--- src/rtl/drive_ctrl_cfg.svh ---
// Register map, field positions, reset values and timing counts of the drive control block
// Overview of operation
// Hardware enable LOW inhibits, HIGH enables; no motor start without enable.
// Basic variant accepts parameter writes only while inhibited; extended variant always.
// With keypad attached, hardware enable and keypad run latch act in series.
// Keypad stop then keypad removal keeps inhibit until power cycle or RUN press.
// Under serial control the software enable parameter must also be set.
// Command word enable bit is an alternative software enable source.
// Flying restart measures coasting speed first, then ramps from it to setpoint.
// Auto start inhibited: no power after power-up or fault until enable rises.
// Start option: 0 inhibit, 1 auto, 2 inhibit plus flying, 3 auto; default 1.
// Configurations 0 to 13 take direction from input four alone.
// Configurations 14 to 22: input three clockwise, four counterclockwise, both LOW quickstop.
// Both HIGH: no reversal, first input keeps direction; at power-on quickstop.
// Output setpoint is always limited to the maximum frequency.
// Frequency setpoint ranges 0 to 480.0 Hz basic, to maximum extended; default 0.
// Extended clamps written setpoint to maximum; basic stores it unchanged.
// Motor potentiometer active only in configurations 10, 11, 12, 13 and 21.
// Inputs one/two: both LOW zero, one down, two up, both freeze.
// Motor potentiometer value kept nonvolatile across power-off, inhibit and trip.
// Extended variant: quickstop resets the motor potentiometer value to 0 Hz.
// Command word is a 16-bit bitmapped control parameter with enable bit.
// Run permission is hardware enable AND keypad latch AND software enable.
`ifndef DRIVE_CTRL_CFG_SVH
`define DRIVE_CTRL_CFG_SVH

`define REG_CTRL 6'h00
`define REG_START_OPT 6'h01
`define REG_TERM_CFG 6'h02
`define REG_FMAX 6'h03
`define REG_FMIN 6'h04
`define REG_FSET 6'h05
`define REG_CMD_WORD 6'h06
`define REG_STATUS 6'h07
`define REG_MPOT 6'h08

`define CTRL_EXT_BIT 0
`define CTRL_SERIAL_BIT 1
`define CTRL_SW_EN_BIT 2
`define CMD_ENABLE_BIT 9

`define START_OPT_RST 2'h1
`define START_OPT_FLYING 2'h2
`define FMAX_RST 13'h01f4
`define FMIN_RST 13'h0000
`define FSET_RST 13'h0000
`define FREQ_BASIC_MAX 13'h12c0
`define FREQ_STEP 13'h0001
`define CFG_DIR_ONLY_MAX 5'h0d
`define CFG_LAST 5'h16

`define CLK_PERIOD_NS 40
`define MPOT_STEP_NS 1000000
`define MPOT_STEP_CYC (`MPOT_STEP_NS / `CLK_PERIOD_NS)

`endif

--- src/rtl/drive_ctrl_pkg.sv ---
// Types shared by the drive control block
package drive_ctrl_pkg;

	typedef enum logic [1:0] {
		ST_STOP,
		ST_CATCH,
		ST_RUN
	} run_mode_e;

	typedef struct packed {
		logic ctrl_ext;
		logic serial_ctrl;
		logic sw_en;
		logic [1:0] start_opt;
		logic [4:0] term_cfg;
		logic [12:0] fmax;
		logic [12:0] fmin;
		logic [12:0] fset;
		logic [15:0] command_word;
		logic kp_run;
		logic armed;
		logic hw_en_d;
		logic dir_ccw;
		logic dir_seen;
		logic qstop;
		logic [12:0] mpot;
		logic nv_loaded;
		logic [15:0] tick_cnt;
		run_mode_e mode;
		logic [12:0] catch_speed;
		logic [12:0] setpoint;
		logic a_wr;
		logic [5:0] a_idx;
		logic [31:0] rdata;
	} drive_state_s;

endpackage

--- src/rtl/drive_run_enable_setpoint_ctrl.sv ---
// Run permission, start options, direction and setpoint logic with AHB-Lite registers
`include "drive_ctrl_cfg.svh"
`timescale 1ns/1ns
`default_nettype none

module drive_run_enable_setpoint_ctrl #(
	parameter logic [15:0] STEP_CYCLES = 16'(`MPOT_STEP_CYC)
) (
	input wire logic clk,
	input wire logic sys_rst,
	input wire logic hsel,
	input wire logic [31:0] haddr,
	input wire logic [1:0] htrans,
	input wire logic hwrite,
	input wire logic [2:0] hsize,
	input wire logic [31:0] hwdata,
	input wire logic hready,
	output logic hreadyout,
	output logic hresp,
	output logic [31:0] hrdata,
	input wire logic hw_enable,
	input wire logic input_one,
	input wire logic input_two,
	input wire logic input_three,
	input wire logic input_four,
	input wire logic keypad_present,
	input wire logic key_run,
	input wire logic key_stop,
	input wire logic fault_trip,
	input wire logic speed_valid,
	input wire logic [12:0] speed_meas,
	input wire logic [12:0] nv_mpot_in,
	output logic [12:0] nv_mpot_out,
	output logic motor_run,
	output logic speed_catch_req,
	output logic [12:0] ramp_start_freq,
	output logic dir_ccw,
	output logic quickstop,
	output logic [12:0] setpoint_out
);

	localparam drive_ctrl_pkg::drive_state_s RST_VAL = '{
		ctrl_ext: 1'b0,
		serial_ctrl: 1'b0,
		sw_en: 1'b0,
		start_opt: `START_OPT_RST,
		term_cfg: 5'h00,
		fmax: `FMAX_RST,
		fmin: `FMIN_RST,
		fset: `FSET_RST,
		command_word: 16'h0000,
		kp_run: 1'b1,
		armed: 1'b0,
		hw_en_d: 1'b0,
		dir_ccw: 1'b0,
		dir_seen: 1'b0,
		qstop: 1'b0,
		mpot: 13'h0000,
		nv_loaded: 1'b0,
		tick_cnt: 16'h0000,
		mode: drive_ctrl_pkg::ST_STOP,
		catch_speed: 13'h0000,
		setpoint: 13'h0000,
		a_wr: 1'b0,
		a_idx: 6'h00,
		rdata: 32'h0000_0000
	};

	drive_ctrl_pkg::drive_state_s s;
	drive_ctrl_pkg::drive_state_s n;

	logic hw_rise;
	logic sw_ok;
	logic enable_chain;
	logic permit;
	logic param_ok;
	logic q_now;
	logic tick;
	logic mpot_active;
	logic [12:0] src;
	logic [12:0] wval;

	// Parameter registers, guarded in the basic variant against writes while the drive is enabled
	function automatic logic is_param(input logic [5:0] idx);
		is_param = (idx == `REG_START_OPT) || (idx == `REG_TERM_CFG) || (idx == `REG_FMAX) ||
			(idx == `REG_FMIN) || (idx == `REG_FSET);
	endfunction

	function automatic logic cfg_in(input logic [4:0] cfg, input logic [4:0] lo,
			input logic [4:0] hi);
		cfg_in = (cfg >= lo) && (cfg <= hi);
	endfunction

	function automatic logic [31:0] read_mux(input drive_ctrl_pkg::drive_state_s st,
			input logic [5:0] idx, input logic chain, input logic perm);
		read_mux = 32'h0000_0000;
		case (idx)
			`REG_CTRL: begin
				read_mux[`CTRL_EXT_BIT] = st.ctrl_ext;
				read_mux[`CTRL_SERIAL_BIT] = st.serial_ctrl;
				read_mux[`CTRL_SW_EN_BIT] = st.sw_en;
			end
			`REG_START_OPT: read_mux[1:0] = st.start_opt;
			`REG_TERM_CFG: read_mux[4:0] = st.term_cfg;
			`REG_FMAX: read_mux[12:0] = st.fmax;
			`REG_FMIN: read_mux[12:0] = st.fmin;
			`REG_FSET: read_mux[12:0] = st.fset;
			`REG_CMD_WORD: read_mux[15:0] = st.command_word;
			`REG_STATUS: read_mux[9:0] = {st.mode, st.dir_seen, st.armed, st.kp_run, st.qstop,
				st.dir_ccw, perm, chain, st.nv_loaded};
			`REG_MPOT: read_mux[12:0] = st.mpot;
			default: read_mux = 32'h0000_0000;
		endcase
	endfunction

	always_comb begin
		n = s;
		hw_rise = hw_enable & ~s.hw_en_d;
		n.hw_en_d = hw_enable;
		// Software enable only counts while the serial module is in charge
		sw_ok = ~s.serial_ctrl | s.sw_en | s.command_word[`CMD_ENABLE_BIT];
		enable_chain = hw_enable & s.kp_run & sw_ok;
		param_ok = s.ctrl_ext | ~enable_chain;
		permit = enable_chain & (s.start_opt[0] | s.armed) & ~fault_trip;
		wval = (hwdata[31:13] != 19'h0) ? 13'h1fff : hwdata[12:0];

		// Bus address phase; read data is prepared here so it leaves a flip-flop
		n.a_wr = 1'b0;
		if (hready && hsel && htrans[1]) begin
			n.a_wr = hwrite;
			n.a_idx = haddr[7:2];
			n.rdata = read_mux(s, haddr[7:2], enable_chain, permit);
		end

		// Bus data phase
		if (s.a_wr && (param_ok || !is_param(s.a_idx))) begin
			case (s.a_idx)
				`REG_CTRL: begin
					n.ctrl_ext = hwdata[`CTRL_EXT_BIT];
					n.serial_ctrl = hwdata[`CTRL_SERIAL_BIT];
					if (param_ok) begin
						n.sw_en = hwdata[`CTRL_SW_EN_BIT];
					end
				end
				`REG_START_OPT: n.start_opt = hwdata[1:0];
				`REG_TERM_CFG: n.term_cfg = (hwdata[4:0] > `CFG_LAST) ? s.term_cfg : hwdata[4:0];
				`REG_FMAX: n.fmax = (wval > `FREQ_BASIC_MAX) ? `FREQ_BASIC_MAX : wval;
				`REG_FMIN: n.fmin = wval;
				`REG_FSET: begin
					// Basic variant keeps an over-range value; the output limit still holds
					if (s.ctrl_ext && wval > s.fmax) begin
						n.fset = s.fmax;
					end else begin
						n.fset = wval;
					end
				end
				`REG_CMD_WORD: n.command_word = hwdata[15:0];
				default: n.command_word = s.command_word;
			endcase
		end

		// Keypad run latch in series with the hardware enable
		if (key_stop && keypad_present) begin
			n.kp_run = 1'b0;
		end else if (keypad_present && !hw_enable) begin
			n.kp_run = 1'b0;
		end else if (key_run && keypad_present && hw_enable) begin
			n.kp_run = 1'b1;
		end

		// Auto start inhibited: arm only on an enable edge, disarm on a fault
		if (fault_trip) begin
			n.armed = 1'b0;
		end else if (hw_rise) begin
			n.armed = 1'b1;
		end

		// Direction and quickstop decode
		q_now = 1'b0;
		if (s.term_cfg <= `CFG_DIR_ONLY_MAX) begin
			n.dir_ccw = input_four;
			q_now = ~input_three && (s.term_cfg == 5'h02 || s.term_cfg == 5'h04 ||
				s.term_cfg == 5'h08 || s.term_cfg == 5'h09 || s.term_cfg == 5'h0d);
		end else begin
			case ({input_three, input_four})
				2'b10: begin
					n.dir_ccw = 1'b0;
					n.dir_seen = 1'b1;
				end
				2'b01: begin
					n.dir_ccw = 1'b1;
					n.dir_seen = 1'b1;
				end
				2'b00: q_now = 1'b1;
				// Both HIGH hold the earlier direction; never seen one means power-on
				2'b11: q_now = ~s.dir_seen;
				default: q_now = 1'b1;
			endcase
		end
		n.qstop = q_now;

		// Run sequencing
		case (s.mode)
			drive_ctrl_pkg::ST_STOP: begin
				if (permit && !q_now) begin
					if (s.start_opt == `START_OPT_FLYING) begin
						n.mode = drive_ctrl_pkg::ST_CATCH;
					end else begin
						n.mode = drive_ctrl_pkg::ST_RUN;
						n.catch_speed = 13'h0000;
					end
				end
			end
			drive_ctrl_pkg::ST_CATCH: begin
				if (!permit || q_now) begin
					n.mode = drive_ctrl_pkg::ST_STOP;
				end else if (speed_valid) begin
					n.catch_speed = speed_meas;
					n.mode = drive_ctrl_pkg::ST_RUN;
				end
			end
			drive_ctrl_pkg::ST_RUN: begin
				if (!permit || q_now) begin
					n.mode = drive_ctrl_pkg::ST_STOP;
				end
			end
			default: n.mode = drive_ctrl_pkg::ST_STOP;
		endcase

		// Ramp step tick for the motor potentiometer
		tick = (s.tick_cnt >= STEP_CYCLES - 16'h0001);
		n.tick_cnt = tick ? 16'h0000 : s.tick_cnt + 16'h0001;

		mpot_active = cfg_in(s.term_cfg, 5'h0a, 5'h0d) || (s.term_cfg == 5'h15);
		if (!s.nv_loaded) begin
			// Value lives in external storage, restored once after reset
			n.mpot = nv_mpot_in;
			n.nv_loaded = 1'b1;
		end else if (s.ctrl_ext && q_now) begin
			n.mpot = 13'h0000;
		end else if (mpot_active) begin
			case ({input_two, input_one})
				2'b00: n.mpot = 13'h0000;
				2'b01: begin
					if (tick && s.mpot > s.fmin) begin
						n.mpot = s.mpot - `FREQ_STEP;
					end
				end
				2'b10: begin
					if (tick && s.mpot < s.fmax) begin
						n.mpot = s.mpot + `FREQ_STEP;
					end
				end
				default: n.mpot = s.mpot;
			endcase
		end

		src = mpot_active ? s.mpot : s.fset;
		n.setpoint = (src > s.fmax) ? s.fmax : src;
	end

	always_ff @(posedge clk or posedge sys_rst) begin
		if (sys_rst) begin
			s <= RST_VAL;
		end else begin
			s <= n;
		end
	end

	assign hreadyout = 1'b1;
	assign hresp = 1'b0;
	assign hrdata = s.rdata;
	assign nv_mpot_out = s.mpot;
	assign motor_run = (s.mode == drive_ctrl_pkg::ST_RUN);
	assign speed_catch_req = (s.mode == drive_ctrl_pkg::ST_CATCH);
	assign ramp_start_freq = s.catch_speed;
	assign dir_ccw = s.dir_ccw;
	assign quickstop = s.qstop;
	assign setpoint_out = s.setpoint;
endmodule

`default_nettype wire

--- config.mk ---
export PLATFORM = sky130hd
export DESIGN_NAME = drive_run_enable_setpoint_ctrl
export DESIGN_NICKNAME = d
export VERILOG_FILES = /design/src/rtl/drive_ctrl_pkg.sv /design/src/rtl/drive_run_enable_setpoint_ctrl.sv
export VERILOG_INCLUDE_DIRS = /design/src /design/src/rtl
export SDC_FILE = /design/constraint.sdc
export NUM_CORES = 1
export LEC_CHECK = 0
export BUFFER_PORTS_ARGS = -buffer_cell sky130_fd_sc_hd__buf_4
export CAP_MARGIN = 20
export CORE_MARGIN = 2
export CORE_UTILIZATION = 35
export CTS_CLUSTER_DIAMETER = 50
export CTS_CLUSTER_SIZE = 10
export DETAILED_ROUTE_END_ITERATION = 10
export GPL_TIMING_DRIVEN = 1
export SLEW_MARGIN = 20
export SYNTH_ARGS = -nofsm -noshare
export SYNTH_HDL_FRONTEND = slang
export SYNTH_SLANG_ARGS = --single-unit
--- constraint.sdc ---
create_clock -name clk -period 6.4 [get_ports clk]
set_input_delay 0.64 -clock clk [delete_from_list [all_inputs] [get_ports clk]]
set_output_delay 0.64 -clock clk [all_outputs]
set_load 0.05 [all_outputs]
### After elaboration in Yosys (flattened, before gate mapping)

Cells that the tools add are included.

| cells by class | value |
|---|---|
| $add $sub $neg | 3 |
| multipliers | 0 |
| div/mod/pow operators | 0 |
| $lt $le $gt $ge | 9 |
| equality and inequality tests | 38 |
| shifts and indexed selects | 0 |
| muxes and demuxes | 37 |
| bitwise logic cells | 17 |
| reduce and logical (&&, ||, !) cells | 52 |

Operator list:

| cell | count |
|---|---|
| $mux 13 | 12 |
| $eq 6x3->1 const B | 7 |
| $gt 13x13->1 | 3 |
| $mux 39 | 1 |
| $pmux 13 s3 | 1 |
| $mux 15 | 2 |
| $pmux 5 s6 | 1 |
| $pmux 13 s2 | 1 |
| $eq 6x2->1 const B | 4 |
| $reduce_bool 19->1 | 1 |
| $pmux 2 s9 | 1 |
| $add 16x1->16 const B | 1 |
| $ge 16x15->1 const B | 1 |
| $mux 16 | 1 |
| $eq 5x4->1 const B | 3 |
| $pmux 3 s5 | 1 |
| $logic_and 1x1->1 | 14 |
| $pmux 2 s7 | 1 |
| $reduce_and 2->1 | 7 |
| $add 13x1->13 const B | 1 |
| $gt 13x13->1 const B | 1 |
| $lt 13x13->1 | 1 |
| $sub 13x1->13 const B | 1 |
| $eq 6x1->1 const B | 2 |
| 34 further kinds | 87 |

| storage, ports and cells | value |
|---|---|
| bits in registers | 152 |
| latch bits | 0 |
| memory bits (writable) | 0 |
| memory bits (read-only) | 0 |
| input bits | 110 |
| output and inout bits | 77 |
| memories | 0 |

### Logic depth before layout (Yosys ltp)

| logic depth | value |
|---|---|
| word-level depth | 11 |
| depth in mapped cells | 16 |
| mapped depth without buffers | 13 |

### Least setup slack after synthesis

Ideal clock, no wire load.

| timing | value |
|---|---|
| path type | input to register |
| start | input port hwdata[23] |
| end | register s[124] (netlist name) |
| arrival | 3,549 ps |
| required time | 6,284 ps |
| setup slack | 2,736 ps |
| stages on the path | 16 |
| path buffers | 3 |
| cells stage by stage | nor4_1 > nand4_1 > or4_1 > clkbuf_1 > clkbuf_1 > nor2_1 > inv_1 > ha_1 > a21oi_1 > o22ai_1 > o211a_1 > o21ai_0 > o211ai_1 > and2_1 > clkbuf_1 > o311ai_0 |

| between the ends | value |
|---|---|
| cells in the longest elaborated chain, start to end | 5 |

Ends and longest elaborated chain:

| element | RTL line | text |
|---|---|---|
| start, declared | drive_run_enable_setpoint_ctrl.sv:16 | `input wire logic [31:0] hwdata,` |
| $reduce_bool 19->1 | drive_run_enable_setpoint_ctrl.sv:125 | `wval = (hwdata[31:13] != 19'h0) ? 13'h1fff : hwdata[12:0];` |
| $mux 13 | drive_run_enable_setpoint_ctrl.sv:125 |  |
| net wval[8] | drive_run_enable_setpoint_ctrl.sv:81 | `logic [12:0] wval;` |
| $gt 13x13->1 | drive_run_enable_setpoint_ctrl.sv:151 | `if (s.ctrl_ext && wval > s.fmax) begin` |
| $logic_and 1x1->1 | drive_run_enable_setpoint_ctrl.sv:151 |  |
| $mux 13 | drive_run_enable_setpoint_ctrl.sv:151 |  |
| end signal, assigned | drive_run_enable_setpoint_ctrl.sv:266 | `s <= n;` |
| end, declared | drive_run_enable_setpoint_ctrl.sv:69 | `drive_ctrl_pkg::drive_state_s s;` |

The timed path passes the listed nets, and every way through them passes these cells.
A chain may end at the register's enable or synchronous reset.

### Worst setup path after layout

| timing | value |
|---|---|
| start | input port hwdata[15] |
| end | register s[127] (netlist name) |

| between the ends | value |
|---|---|
| cells in the longest elaborated chain, start to end | 5 |

Ends and longest elaborated chain:

| element | RTL line |
|---|---|
| $reduce_bool 19->1 (*) | drive_run_enable_setpoint_ctrl.sv:125 |
| $mux 13 (*) | drive_run_enable_setpoint_ctrl.sv:125 |
| net wval[8] | drive_run_enable_setpoint_ctrl.sv:81 |
| $gt 13x13->1 | drive_run_enable_setpoint_ctrl.sv:151 |
| $logic_and 1x1->1 | drive_run_enable_setpoint_ctrl.sv:151 |
| $mux 13 (*) | drive_run_enable_setpoint_ctrl.sv:151 |

Mark *: on every way through the listed nets, which the timed path passes. The rest lies on a longest branch.

==> run summary <==
RSZ-0062 raised after global routing -> false
Period utilisation layout -> 0.676
Final WS setup -> 2.07 ns
Slowest stage cell on the critical path -> or4_1
DR DRC count -> 0
Layout area overhead -> 16.4%
Initial Utilization -> 0.357
Max-cap check violation count -> 0
Row count -> 60
FF+latch count, synth -> 152
CTS Hold Bufs -> 0
Drt wl/cell -> 19.2 um
Reg clk slew, reported paths -> 0.07 ns
Worst Skew -> 0.0121 ns
H-tree depth -> 4
Syn Inst Count -> 1,008
CTS sink cnt -> 152
Clk buf depth -> 2
Post-synth ARST share -> 1.00
DRT Wirelength -> 27,700 um
Met2 WL -> 12,300 um
Relative slew slack -> 0.363
Share of the yosys chip area belonging to registers -> 0.395
Crit path largest cell delay -> 0.72 ns
Clock power frac -> 0.320
Critical-path cell list -> buf_4 > nor4_1 > nand4_1 > or4_1 > nor2_1 > inv_1 > ha_1 > a21oi_1 > o22ai_1 > o211a_1 > o21ai_0 > o211ai_1 > buf_4 > and2_1 > o311ai_0
Ports -> 187
Leading area contributor after synthesis -> dfrtp_1
Yosys top cell area share -> 0.373
Power per Cell Area -> 306 nW/um^2
Final HPWL DP -> 20,400 um
Dpl ws -> 1.75 ns
Cells taking the most area after synthesis -> dfrtp_1 37%, ha_1 9.1%, mux2_2 7.8%
Sw Pwr -> 0.00132 W
Overall routing resource usage -> 0.193
Final core occ -> 0.416
Fmax -> 231 MHz
Crit end category -> flop
Clk Latency, worst-skew pair -> 0.44 ns
Post-synth EDFFs -> 0
Final ANT Viol Nets -> 0
Port Buf Inserts -> 138
CP startpoint kind -> primary input
Status -> completed
Vias in the first global route -> 7,505
Mean Syn Cell Area -> 9.58 sq um
Pin count of the biggest net entering global routing -> 98
Yosys cell types -> 66
Critical setup path kind -> in -> reg
CTS buffer count -> 17
DR iter-0 viols -> 616
Core Area -> 27,000 sq um
Filler cell count -> 2,680
Die area -> 28,900 sq um
P_int -> 0.00212 W
Tot Pwr -> 0.00344 W
Crit Path Max Fanout -> 14
Root Buffer -> clkbuf_16
# diodes -> 0
Met3 WL -> 1840 um
Layout cells sized above 1 -> 0.249
First-pass GRT wire length -> 42,800 um
Switching Fraction -> 0.383
Final setup fails -> 0
Slew Limit Fails -> 0
CTS tree -> done
Setup TNS -> 0 ns
Area after DPL -> 10,600 sq um
GR Overflow Total -> 0
Detailed-route via count -> 7,748
Syn Std Cell Area -> 9660 sq um
Sequential Power Share -> 0.366
Comb pwr share -> 0.314
Period minus WS final -> 4.33 ns
Die width -> 170 um
Postcts setup bufs -> 0
Drt first pass iters -> 6
Chip Height -> 170 um
CP dominant cell by count -> buf_4
Ys Warns -> 0
Worst slew pin tran -> 0.954 ns
Top FF cell, synth -> dfrtp_1
CTS resizes -> 0
Gpl congestion -> 0.898
Final Cell Area -> 11,200 sq um
DR top layer -> met4
CP Data Required Time -> 6.68 ns
Total Nets Final -> 1,269
DRT met1 WL -> 12,900 um
Worst Path Arrival -> 4.60 ns
Leak Pwr -> 5.44 nW
Hold Vio Cnt, Final -> 0
Maximum vdd drop -> 0.000180 V
Initial antenna violation count -> 0
Drt via density -> 5.37
Min-Delay Path Class -> in -> reg
synthesized netlist by cell type (19+ instances only):
cell type / count
dfrtp_1: 144
inv_1: 87
buf_4: 75
nand2_1: 71
nor2_1: 71
ha_1: 70
mux2_2: 67
a21oi_1: 53
o21ai_0: 32
clkbuf_1: 29
mux2i_1: 24
nand3_1: 22
o22ai_1: 21
nand4_1: 19
layout make-up:
| cell class | instances | area, sq um | share of cell area |
|---|---|---|---|
| Clock buffer | 17 | 425 | 0.0378 |
| Clock inverter | 15 | 199 | 0.0177 |
| Sequential cell | 152 | 3810 | 0.339 |
| Timing Repair Buffer | 152 | 1140 | 0.102 |
| Multi-Input combinational cell | 678 | 4900 | 0.436 |
| Inverter | 87 | 332 | 0.0295 |
| Tap cell | 341 | 427 | 0.0379 |
cell usage in the layout (no fill, tap or decap), drive strengths merged, types with 5 or more instances in the layout:
cell    instances
a211oi         10
a21o           14
a21oi          53
a221oi          9
a222oi          6
a22oi          14
a31oi           9
and3           10
buf           152
clkbuf         17
conb           20
dfrtp         144
dfstp           8
ha             70
inv            98
mux2           67
mux2i          24
nand2          71
nand2b         10
nand3          22
nand4          19
nor2           71
nor2b           9
nor3           13
nor4            7
o21a            7
o21ai          33
o22ai          22
o311ai         15
o31ai           6
or3             5
xnor2           9
xor2            9
path summary, 6_finish.rpt:
kind,startpoint,endpoint,slack (ns),cells past startpoint
hold reg to reg,hrdata[4],hrdata[4],0.48,1
setup / recovery,hwdata[15],s[127],2.07,15
setup reg to reg,s[159],setpoint_out[6],2.80,11
hold / removal,keypad_present,s[102],0.35,2
min in group asynchronous,sys_rst,hrdata[15],0.41,2
max in group asynchronous,sys_rst,setpoint_out[9],4.65,3
power by group through the flow:
| stage | Clock [W] | Sequential [W] | Combinational [W] |
|---|---|---|---|
| CTS | 0.00112 | 0.00126 | 0.00108 |
| global placement | 0 | 0.00127 | 0.00107 |
| global route | 0.00116 | 0.00128 | 0.00118 |
| floorplan | 0 | 0.00120 | 0.000891 |
| detailed placement | 0 | 0.00127 | 0.00108 |
| finish | 0.00110 | 0.00126 | 0.00108 |
metrics by stage:
stage               hold WS, ns  instances
floorplan                 0.451       1026
global placement          0.463       1408
detailed placement        0.469       1409
CTS                       0.343       1441
global route              0.343       1442
finish                    0.352       1442
worst max-delay path: cells and delay by family:
family                     cells  cell delay (ns)
buffers and inverters          3             0.42
and+or+nand+nor                5             1.93
AOI/OAI and AO/OA              6             1.30
adders and majority gates      1             0.30
kinds of logic after synthesis:
logic type / count (synthesis) / synth area share
compound gates: 218 / 0.154
other cells: 2 / 0.000778
simple gates: 260 / 0.132
flops: 152 / 0.395
buf+inv: 196 / 0.106
mux: 91 / 0.103
fa+ha+maj: 71 / 0.0928
xor+xnor: 18 / 0.0163
per-layer routing:
metal  global-route usage  vias up
met5                    0        -
met4               0.0632        0
met3               0.0416       39
met2                0.292      276
met1                0.275     3757
li1                     -     3676
sequential cells by signal, indices dropped and copies added, names as in the netlist:
signal / count
dir_ccw: 1
quickstop: 1
nv_mpot_out: 13
hrdata: 16
setpoint_out: 13
ramp_start_freq: 13
s: 95
No activity file was read; power rests on OpenSTA's default activity.
